[config.mk]
export PLATFORM = sky130hd
export DESIGN_NAME = ubs_uart_flags
export DESIGN_NICKNAME = d
export VERILOG_FILES = /design/src/hw/ubs_serial_engine.v /design/src/hw/ubs_uart_flags.v
export VERILOG_INCLUDE_DIRS = /design/src /design/src/inc
export SDC_FILE = /design/constraint.sdc
export NUM_CORES = 1
export LEC_CHECK = 0
export BUFFER_PORTS_ARGS = -buffer_cell sky130_fd_sc_hd__clkbuf_2
export CORE_UTILIZATION = 62
export CTS_CLUSTER_DIAMETER = 100
export CTS_CLUSTER_SIZE = 30
export DETAILED_ROUTE_END_ITERATION = 12
export PLACE_DENSITY = 0.84
export SYNTH_ARGS = -nofsm -noshare
export SYNTH_HDL_FRONTEND = slang
export SYNTH_SLANG_ARGS = --single-unit
[constraint.sdc]
create_clock -name i_clock -period 2.7 [get_ports i_clock]
set_input_delay 0.405 -clock i_clock [delete_from_list [all_inputs] [get_ports i_clock]]
set_output_delay 0.405 -clock i_clock [all_outputs]
set_load 0.01 [all_outputs]
[src/inc/ubs_defs.vh]
// ubs_defs.vh: addresses, bit positions and reset values of the uart buffer flag block
// assumes a 16-bit register word and a 100 MHz system clock
`ifndef UBS_DEFS_VH
`define UBS_DEFS_VH

`define UBS_ADDR_W          16
`define UBS_DATA_W          16
`define UBS_ADDR_BYTE_BUF   16'hC0E4
`define UBS_ADDR_STATUS     16'hC0E2
`define UBS_ADDR_IRQ_EN     16'hC00E
`define UBS_ADDR_IRQ_STAT   16'hC0E0
`define UBS_ADDR_IRQ_MASK   16'hC0DE
`define UBS_BIT_TX_FULL     0
`define UBS_BIT_RX_FULL     1
`define UBS_BIT_UART_EN     0
`define UBS_STAT_RX_EVT     1
`define UBS_STAT_TX_EVT     0
`define UBS_ZERO16          16'h0000
`define UBS_ZERO8           8'h00
`define UBS_BAUD_DIV        16'h0363
`define UBS_BAUD_HALF       16'h01B1
`define UBS_EVT_COUNT       2
`define UBS_BYTE_MSB        7
`define UBS_BYTE_LSB        0
`define UBS_MASK_MSB        1
`define UBS_MASK_LSB        0
`define UBS_ZERO2           2'h0
`define UBS_FRAME_BITS      4'hA
`define UBS_ONE16           16'h0001
`define UBS_ONE4            4'h1

`endif

[src/hw/ubs_serial_engine.v]
// ubs_serial_engine.v: byte serializer and deserializer, 8N1, fixed baud divider
// assumes i_rx already synchronised by the caller; one system clock
`include "ubs_defs.vh"

module ubs_serial_engine (
  input  wire        i_clock,
  input  wire        i_resetn,
  input  wire        i_tx_start,
  input  wire [7:0]  i_tx_byte,
  output reg         o_tx_done,
  output reg         o_tx_line,
  input  wire        i_rx,
  output reg         o_rx_valid,
  output reg  [7:0]  o_rx_byte
);

  localparam ST_IDLE = 1'b0;
  localparam ST_BUSY = 1'b1;

  reg        tx_state_r;
  reg [9:0]  tx_shift_r;
  reg [3:0]  tx_bits_r;
  reg [15:0] tx_div_r;

  always @(posedge i_clock) begin
    o_tx_done <= 1'b0;
    if (!i_resetn) begin
      tx_state_r <= ST_IDLE;
      tx_shift_r <= 10'h3FF;
      tx_bits_r  <= 4'h0;
      tx_div_r   <= `UBS_ZERO16;
      o_tx_line  <= 1'b1;
    end else begin
      case (tx_state_r)
        ST_IDLE: begin
          o_tx_line <= 1'b1;
          if (i_tx_start) begin
            tx_shift_r <= {1'b1, i_tx_byte, 1'b0};
            tx_bits_r  <= `UBS_FRAME_BITS;
            tx_div_r   <= `UBS_ZERO16;
            tx_state_r <= ST_BUSY;
          end
        end
        ST_BUSY: begin
          if (tx_div_r == `UBS_ZERO16) begin
            tx_div_r <= `UBS_BAUD_DIV;
            if (tx_bits_r == 4'h0) begin
              tx_state_r <= ST_IDLE;
              o_tx_done  <= 1'b1;
            end else begin
              o_tx_line  <= tx_shift_r[0];
              tx_shift_r <= {1'b1, tx_shift_r[9:1]};
              tx_bits_r  <= tx_bits_r - `UBS_ONE4;
            end
          end else begin
            tx_div_r <= tx_div_r - `UBS_ONE16;
          end
        end
        default: tx_state_r <= ST_IDLE;
      endcase
    end
  end

  reg        rx_state_r;
  reg [8:0]  rx_shift_r;
  reg [3:0]  rx_bits_r;
  reg [15:0] rx_div_r;

  always @(posedge i_clock) begin
    o_rx_valid <= 1'b0;
    if (!i_resetn) begin
      rx_state_r <= ST_IDLE;
      rx_shift_r <= 9'h000;
      rx_bits_r  <= 4'h0;
      rx_div_r   <= `UBS_ZERO16;
      o_rx_byte  <= `UBS_ZERO8;
    end else begin
      case (rx_state_r)
        ST_IDLE: begin
          if (!i_rx) begin
            rx_div_r   <= `UBS_BAUD_HALF;
            rx_bits_r  <= `UBS_FRAME_BITS;
            rx_state_r <= ST_BUSY;
          end
        end
        ST_BUSY: begin
          if (rx_div_r == `UBS_ZERO16) begin
            rx_div_r <= `UBS_BAUD_DIV;
            // sample mid-bit; start, 8 data, stop
            rx_shift_r <= {i_rx, rx_shift_r[8:1]};
            if (rx_bits_r == `UBS_ONE4) begin
              rx_state_r <= ST_IDLE;
              o_rx_valid <= i_rx;
              o_rx_byte  <= rx_shift_r[8:1];
            end
            rx_bits_r <= rx_bits_r - `UBS_ONE4;
          end else begin
            rx_div_r <= rx_div_r - `UBS_ONE16;
          end
        end
        default: rx_state_r <= ST_IDLE;
      endcase
    end
  end

endmodule // ubs_serial_engine

[src/hw/ubs_uart_flags.v]
// ubs_uart_flags.v: uart byte buffer, buffer status flags and interrupt logic
// assumes a single-cycle register port master on i_clock and an async rx pin
//
// Functional notes
// - status register is read only; writes never change the flags
// - status bit 1 reads 1 while a received byte waits unread
// - receive full may raise interrupt 5, gated by uart enable bit at 0xC00E
// - reading the byte buffer clears receive full automatically
// - byte buffer register decoded at 0xC0E4, readable and writable
// - status bit 0 set by byte buffer write, cleared when sending ends
// - transmit empty may raise interrupt 4, gated by the same enable bit
// - byte buffer write starts sending; data sits in bits 7 to 0
//
// Chosen here: the address-and-strobe port.
`include "ubs_defs.vh"

module ubs_uart_flags (
  input  wire        i_clock,
  input  wire        i_resetn,
  input  wire [15:0] i_addr,
  input  wire [15:0] i_wdata,
  input  wire        i_wr,
  input  wire        i_rd,
  output reg  [15:0] o_rdata,
  input  wire        i_rx_pin,
  output wire        o_tx_pin,
  output wire        o_cpu_irq4,
  output wire        o_cpu_irq5,
  output wire        o_irq
);

  reg        rx_meta_r;
  reg        rx_sync_r;
  reg        tx_full_r;
  reg        tx_full_nxt;
  reg        tx_start_r;
  reg        tx_start_nxt;
  reg [7:0]  tx_byte_r;
  reg [7:0]  tx_byte_nxt;
  reg        rx_full_r;
  reg        rx_full_nxt;
  reg [7:0]  rx_byte_r;
  reg [7:0]  rx_byte_nxt;
  reg        uart_en_r;
  reg        uart_en_nxt;
  reg [1:0]  irq_mask_r;
  reg [1:0]  irq_mask_nxt;
  reg [1:0]  irq_stat_r;
  wire [1:0] irq_stat_nxt;
  reg [15:0] rdata_nxt;
  reg        sel_buf;
  reg        sel_stat;
  reg        sel_en;
  reg        sel_evt;
  reg        sel_mask;
  wire       tx_done;
  wire       rx_valid;
  wire [7:0] rx_byte;
  wire [1:0] evt;

  // one select per mapped address; unmapped addresses select nothing
  always @* begin
    sel_buf  = 1'b0;
    sel_stat = 1'b0;
    sel_en   = 1'b0;
    sel_evt  = 1'b0;
    sel_mask = 1'b0;
    case (i_addr)
      `UBS_ADDR_BYTE_BUF: sel_buf  = 1'b1;
      `UBS_ADDR_STATUS:   sel_stat = 1'b1;
      `UBS_ADDR_IRQ_EN:   sel_en   = 1'b1;
      `UBS_ADDR_IRQ_STAT: sel_evt  = 1'b1;
      `UBS_ADDR_IRQ_MASK: sel_mask = 1'b1;
      default:            sel_buf  = 1'b0;
    endcase
  end

  wire wr_buf  = i_wr && sel_buf;
  wire rd_buf  = i_rd && sel_buf;
  wire wr_en   = i_wr && sel_en;
  wire wr_mask = i_wr && sel_mask;
  wire rd_stat = i_rd && sel_evt;

  always @(posedge i_clock) begin
    if (!i_resetn) begin
      rx_meta_r <= 1'b1;
      rx_sync_r <= 1'b1;
    end else begin
      rx_meta_r <= i_rx_pin;
      rx_sync_r <= rx_meta_r;
    end
  end

  ubs_serial_engine u_engine (
    .i_clock    (i_clock),
    .i_resetn   (i_resetn),
    .i_tx_start (tx_start_r),
    .i_tx_byte  (tx_byte_r),
    .o_tx_done  (tx_done),
    .o_tx_line  (o_tx_pin),
    .i_rx       (rx_sync_r),
    .o_rx_valid (rx_valid),
    .o_rx_byte  (rx_byte)
  );

  assign evt[`UBS_STAT_RX_EVT] = rx_valid;
  assign evt[`UBS_STAT_TX_EVT] = tx_done;

  // one sticky bit per event; a new event wins over the clearing read
  genvar gi;
  generate
    for (gi = 0; gi < `UBS_EVT_COUNT; gi = gi + 1) begin : g_sticky
      assign irq_stat_nxt[gi] = evt[gi] | (irq_stat_r[gi] & ~rd_stat);
    end
  endgenerate

  // transmit side: a write while still sending is dropped
  always @* begin
    tx_full_nxt  = tx_full_r;
    tx_start_nxt = 1'b0;
    tx_byte_nxt  = tx_byte_r;
    if (wr_buf && !tx_full_r) begin
      tx_full_nxt  = 1'b1;
      tx_start_nxt = 1'b1;
      tx_byte_nxt  = i_wdata[`UBS_BYTE_MSB:`UBS_BYTE_LSB];
    end else if (tx_done) begin
      tx_full_nxt = 1'b0;
    end
  end

  // receive side: a byte landing in the clearing cycle keeps the flag set
  always @* begin
    rx_full_nxt = rx_full_r;
    rx_byte_nxt = rx_byte_r;
    if (rx_valid) begin
      rx_full_nxt = 1'b1;
      rx_byte_nxt = rx_byte;
    end else if (rd_buf) begin
      rx_full_nxt = 1'b0;
    end
  end

  // control registers; the status address has no write path
  always @* begin
    uart_en_nxt  = uart_en_r;
    irq_mask_nxt = irq_mask_r;
    if (wr_en) begin
      uart_en_nxt = i_wdata[`UBS_BIT_UART_EN];
    end
    if (wr_mask) begin
      irq_mask_nxt = i_wdata[`UBS_MASK_MSB:`UBS_MASK_LSB];
    end
  end

  // read mux: every unmapped or reserved bit stays zero
  always @* begin
    rdata_nxt = `UBS_ZERO16;
    if (i_rd) begin
      if (sel_buf) begin
        rdata_nxt[`UBS_BYTE_MSB:`UBS_BYTE_LSB] = rx_byte_r;
      end
      if (sel_stat) begin
        rdata_nxt[`UBS_BIT_RX_FULL] = rx_full_r;
        rdata_nxt[`UBS_BIT_TX_FULL] = tx_full_r;
      end
      if (sel_en) begin
        rdata_nxt[`UBS_BIT_UART_EN] = uart_en_r;
      end
      if (sel_evt) begin
        rdata_nxt[`UBS_MASK_MSB:`UBS_MASK_LSB] = irq_stat_r;
      end
      if (sel_mask) begin
        rdata_nxt[`UBS_MASK_MSB:`UBS_MASK_LSB] = irq_mask_r;
      end
    end
  end

  always @(posedge i_clock) begin
    if (!i_resetn) begin
      tx_full_r  <= 1'b0;
      tx_start_r <= 1'b0;
      tx_byte_r  <= `UBS_ZERO8;
    end else begin
      tx_full_r  <= tx_full_nxt;
      tx_start_r <= tx_start_nxt;
      tx_byte_r  <= tx_byte_nxt;
    end
  end

  always @(posedge i_clock) begin
    if (!i_resetn) begin
      rx_full_r <= 1'b0;
      rx_byte_r <= `UBS_ZERO8;
    end else begin
      rx_full_r <= rx_full_nxt;
      rx_byte_r <= rx_byte_nxt;
    end
  end

  always @(posedge i_clock) begin
    if (!i_resetn) begin
      uart_en_r  <= 1'b0;
      irq_mask_r <= `UBS_ZERO2;
      irq_stat_r <= `UBS_ZERO2;
    end else begin
      uart_en_r  <= uart_en_nxt;
      irq_mask_r <= irq_mask_nxt;
      irq_stat_r <= irq_stat_nxt;
    end
  end

  // read data stand for exactly the cycle after the strobe
  always @(posedge i_clock) begin
    if (!i_resetn) begin
      o_rdata <= `UBS_ZERO16;
    end else begin
      o_rdata <= rdata_nxt;
    end
  end

  // cpu interrupt lines follow the flags, not the sticky events
  assign o_cpu_irq5 = uart_en_r && rx_full_r;
  assign o_cpu_irq4 = uart_en_r && !tx_full_r;
  assign o_irq      = |(irq_stat_r & irq_mask_r);

endmodule // ubs_uart_flags

==> results.sh <==
export IMPL_status="complete, no violations"
export IMPL_antenna_found_initial=0
export IMPL_drive_gt1_share_pct=13.59
export IMPL_yosysSeqAreaShare_pct=44.84
export IMPL_fin_crit_ns=2.190
export IMPL_p_int_w=0.002030
export IMPL_antennaDiodeCount=0
export IMPL_drtAntennaViolNets=0
export IMPL_synth_distinct_cells=61
export IMPL_cts_buffers=9
export IMPL_avgRoutedWirePerCell_um=14.48
export IMPL_start_util_pct=64.02
export IMPL_tightest_slew_ns=0.6929
export IMPL_cp_start_kind="flip-flop"
export IMPL_cts_root_buffer="clkbuf_8"
export IMPL_drt_total_wl_mm=9.742
export IMPL_swShare_pct=28.17
export IMPL_h_tree_depth=3
export IMPL_cts_max_path_buffers=2
export IMPL_synth_most_common_cell="dfxtp_1"
export IMPL_setup_worst_path_end_class="flip-flop"
export IMPL_clock_skew_ns=0.01468
export IMPL_setup_viol=0
export IMPL_cts_clk_slew_worst_paths_ns=0.11
export IMPL_finalHoldViolCount=0
export IMPL_synthAdderAreaFrac_pct=1.617
export IMPL_ys_flop_type="dfxtp_1"
export IMPL_viasPerCell=5.984
export IMPL_synthMuxAreaShare_pct=8.192
export IMPL_cts_sinks=104
export IMPL_syn_inst=532
export IMPL_initialDrtViolationCount=215
export IMPL_synthSimpleGateAreaFrac_pct=25.41
export IMPL_detailed_place_hpwl_mm=6.788
export IMPL_grt_pass1_wl_mm=16.17
export IMPL_p_comb_share_pct=9.3
export IMPL_power_density_nw_per_um2=550.8
export IMPL_grt_setup_unrepaired="no"
export IMPL_seq_power_share_pct=56.2
export IMPL_vias=4027
export IMPL_io_buffers=40
export IMPL_die_x_um=88.54
export IMPL_synth_area_leaders="dfxtp_1, mux2i_1, nor2_1"
export IMPL_dieArea_um2=7839
export IMPL_die_h_um=88.54
export IMPL_ctsHoldBuffers=0
export IMPL_ys_async_sr_fraction_pct=0
export IMPL_grt_usage_pct=26.01
export IMPL_p_clk_share_pct=34.5
export IMPL_fin_ws_ns=0.5105
export IMPL_synth_edff_count=0
export IMPL_grt_max_degree=36
export IMPL_synth_commonest_cells="dfxtp_1, nor2_1, nand2_1, mux2i_1, o21ai_0"
export IMPL_pre_cts_ws_ns=0.5710
export IMPL_grt_pass1_vias=3647
export IMPL_syn_area_um2=4643
export IMPL_worstPathArrival_ns=2.50
export IMPL_row_count=31
export IMPL_path_class="flip-flop to flip-flop"
export IMPL_required_ns=3.01
export IMPL_ctsResizeCount=0
export IMPL_avgSynthCellArea_um2=8.728
export IMPL_synth_xor_area_share_pct=0.9431
export IMPL_synth_compound_area_share_pct=14.01
export IMPL_synth_top_area_share_pct=44.84
export IMPL_setup_tns_final_ns=0
export IMPL_crit_fanout=9
export IMPL_synth_warnings=0
export IMPL_clk_latency_ns=0.38
export IMPL_cts_tree="yes"
export IMPL_leakagePower_nw=2.026
export IMPL_holdCritPathClass="input pin to flip-flop"
export IMPL_p_sw_w=0.0007959
export IMPL_yosys_register_bits=104
export IMPL_core_um2=7253
export IMPL_synth_top_family_by_area="simple AND/OR/NAND/NOR gates"
export IMPL_num_io_pins=57
export IMPL_finalCritPeriodShare_pct=81.09
export IMPL_fmax_mhz=456.7
export IMPL_slew_viol_final=0
export IMPL_irDropWorstVdd_v=0.0002865
export IMPL_cap_violations=0
export IMPL_yosys_area_top_type="dfxtp_1"
export IMPL_syn2layout_area_growth_pct=10.48
export IMPL_drc=0
export IMPL_relSlewSlack_pct=53.71
export IMPL_first_pass_iters=5
export IMPL_nNetsFinal=612
export IMPL_postCtsSetupBuffers=0
export IMPL_gp_congestion=0.9359
export IMPL_grt_ovfl_total=0
## logic make-up after synthesis
| kind of cell | after synthesis |
|---|---|
| AND/OR/NAND/NOR | 225 |
| flip-flops | 104 |
| AO/OA/AOI/OAI | 103 |
| buffers and inverters | 50 |
| multiplexers | 38 |
| adder cells (fa/ha/maj) | 6 |
| XOR/XNOR | 5 |
| other | 1 |
## stage by stage
stage               total power (W)  hold WS [ns]  instances  cell area, um2  util (%)
floorplan                  0.001803        0.3863        539            4669         -
global placement           0.001868        0.3909        657            4920     67.83
detailed placement         0.001877        0.4006        657            4920     67.83
CTS                        0.002837        0.1955        673            5130     70.73
global route               0.002928        0.2181        673            5130     70.73
finish                     0.002826        0.2018        673            5130     70.73
## final timing paths
| check | start | endpoint | slack (ns) | cells after the start |
|---|---|---|---|---|
| min | i_rx_pin | rx_meta_r$_SDFF_PN1_ | 0.20 | 2 |
| min reg2reg | rx_meta_r$_SDFF_PN1_ | rx_sync_r$_SDFF_PN1_ | 0.42 | 1 |
| max reg2reg | u_engine.tx_div_r[0]$_SDFFE_PN0P_ | u_engine.tx_shift_r[2]$_SDFFE_PN1P_ | 0.51 | 8 |
| max | u_engine.tx_div_r[0]$_SDFFE_PN0P_ | u_engine.tx_shift_r[2]$_SDFFE_PN1P_ | 0.51 | 8 |
## critical path, cell delays in order, from the launching register on
cell	delay, ns
dfxtp_1	0.35
inv_1	0.12
ha_1	0.23
nor2b_1	0.28
and4_1	0.37
and4_1	0.35
buf_4	0.21
nor4_1	0.06
a31oi_1	0.18
## power groups by stage
stage / sequential, W / clock [W] / combinational, W
finish: 0.00159 / 0.000975 / 0.000263
global route: 0.00159 / 0.00104 / 0.000293
CTS: 0.00159 / 0.000992 / 0.000258
detailed placement: 0.00162 / 0 / 0.000256
global placement: 0.00162 / 0 / 0.000248
floorplan: 0.00161 / 0 / 0.000191
## layout by cell type (no fill, tap or decap), types with 3 or more instances in the layout
| master | n |
|---|---|
| nor2b_1 | 8 |
| a21o_1 | 4 |
| o31ai_1 | 5 |
| a211oi_1 | 3 |
| conb_1 | 8 |
| clkinv_8 | 3 |
| and2_1 | 13 |
| nor4_1 | 13 |
| clkbuf_2 | 40 |
| nand4b_1 | 5 |
| nor3_1 | 19 |
| and3_1 | 3 |
| a311oi_1 | 4 |
| o21ai_0 | 32 |
| or3_1 | 3 |
| inv_1 | 16 |
| nor2_1 | 57 |
| a31oi_1 | 16 |
| dfxtp_1 | 104 |
| ha_1 | 6 |
| nand2_1 | 40 |
| nand3_1 | 24 |
| nand2b_1 | 8 |
| buf_4 | 12 |
| nand4_1 | 12 |
| xnor2_1 | 3 |
| and4_1 | 3 |
| mux2i_1 | 38 |
| clkbuf_8 | 9 |
| a21oi_1 | 18 |
## flip-flops by register name, indices dropped and copies added, names as in the netlist, 2 cells and up
name	flops
irq_mask_r	2
irq_stat_r	2
o_rdata	8
rx_byte_r	8
tx_byte_r	8
u_engine.o_rx_byte	8
u_engine.rx_bits_r	4
u_engine.rx_div_r	16
u_engine.rx_shift_r	8
u_engine.tx_bits_r	4
u_engine.tx_div_r	16
u_engine.tx_shift_r	9
## metal layers
| layer | wire (um) | part of all wire [%] | global-route usage (%) | up-vias |
|---|---|---|---|---|
| li1 | - | - | - | 1981 |
| met1 | 4478 | 46 | 33.61 | 1867 |
| met2 | 4504 | 46 | 42.03 | 160 |
| met3 | 570 | 5.9 | 4.664 | 19 |
| met4 | 189 | 1.9 | 12.76 | 0 |
| met5 | 0 | 0 | 0 | - |
## cell type report
type | count | area (um2)
multi-input cells | 385 | 2360
well taps | 99 | 123.9
clock buffers | 9 | 123.9
repair buffers | 52 | 290.3
clock inverters | 7 | 86.33
flip-flops and latches | 104 | 2082
inverters | 17 | 63.81
fillers | 545 | 2123
Power figures use the tool's default switching activity.
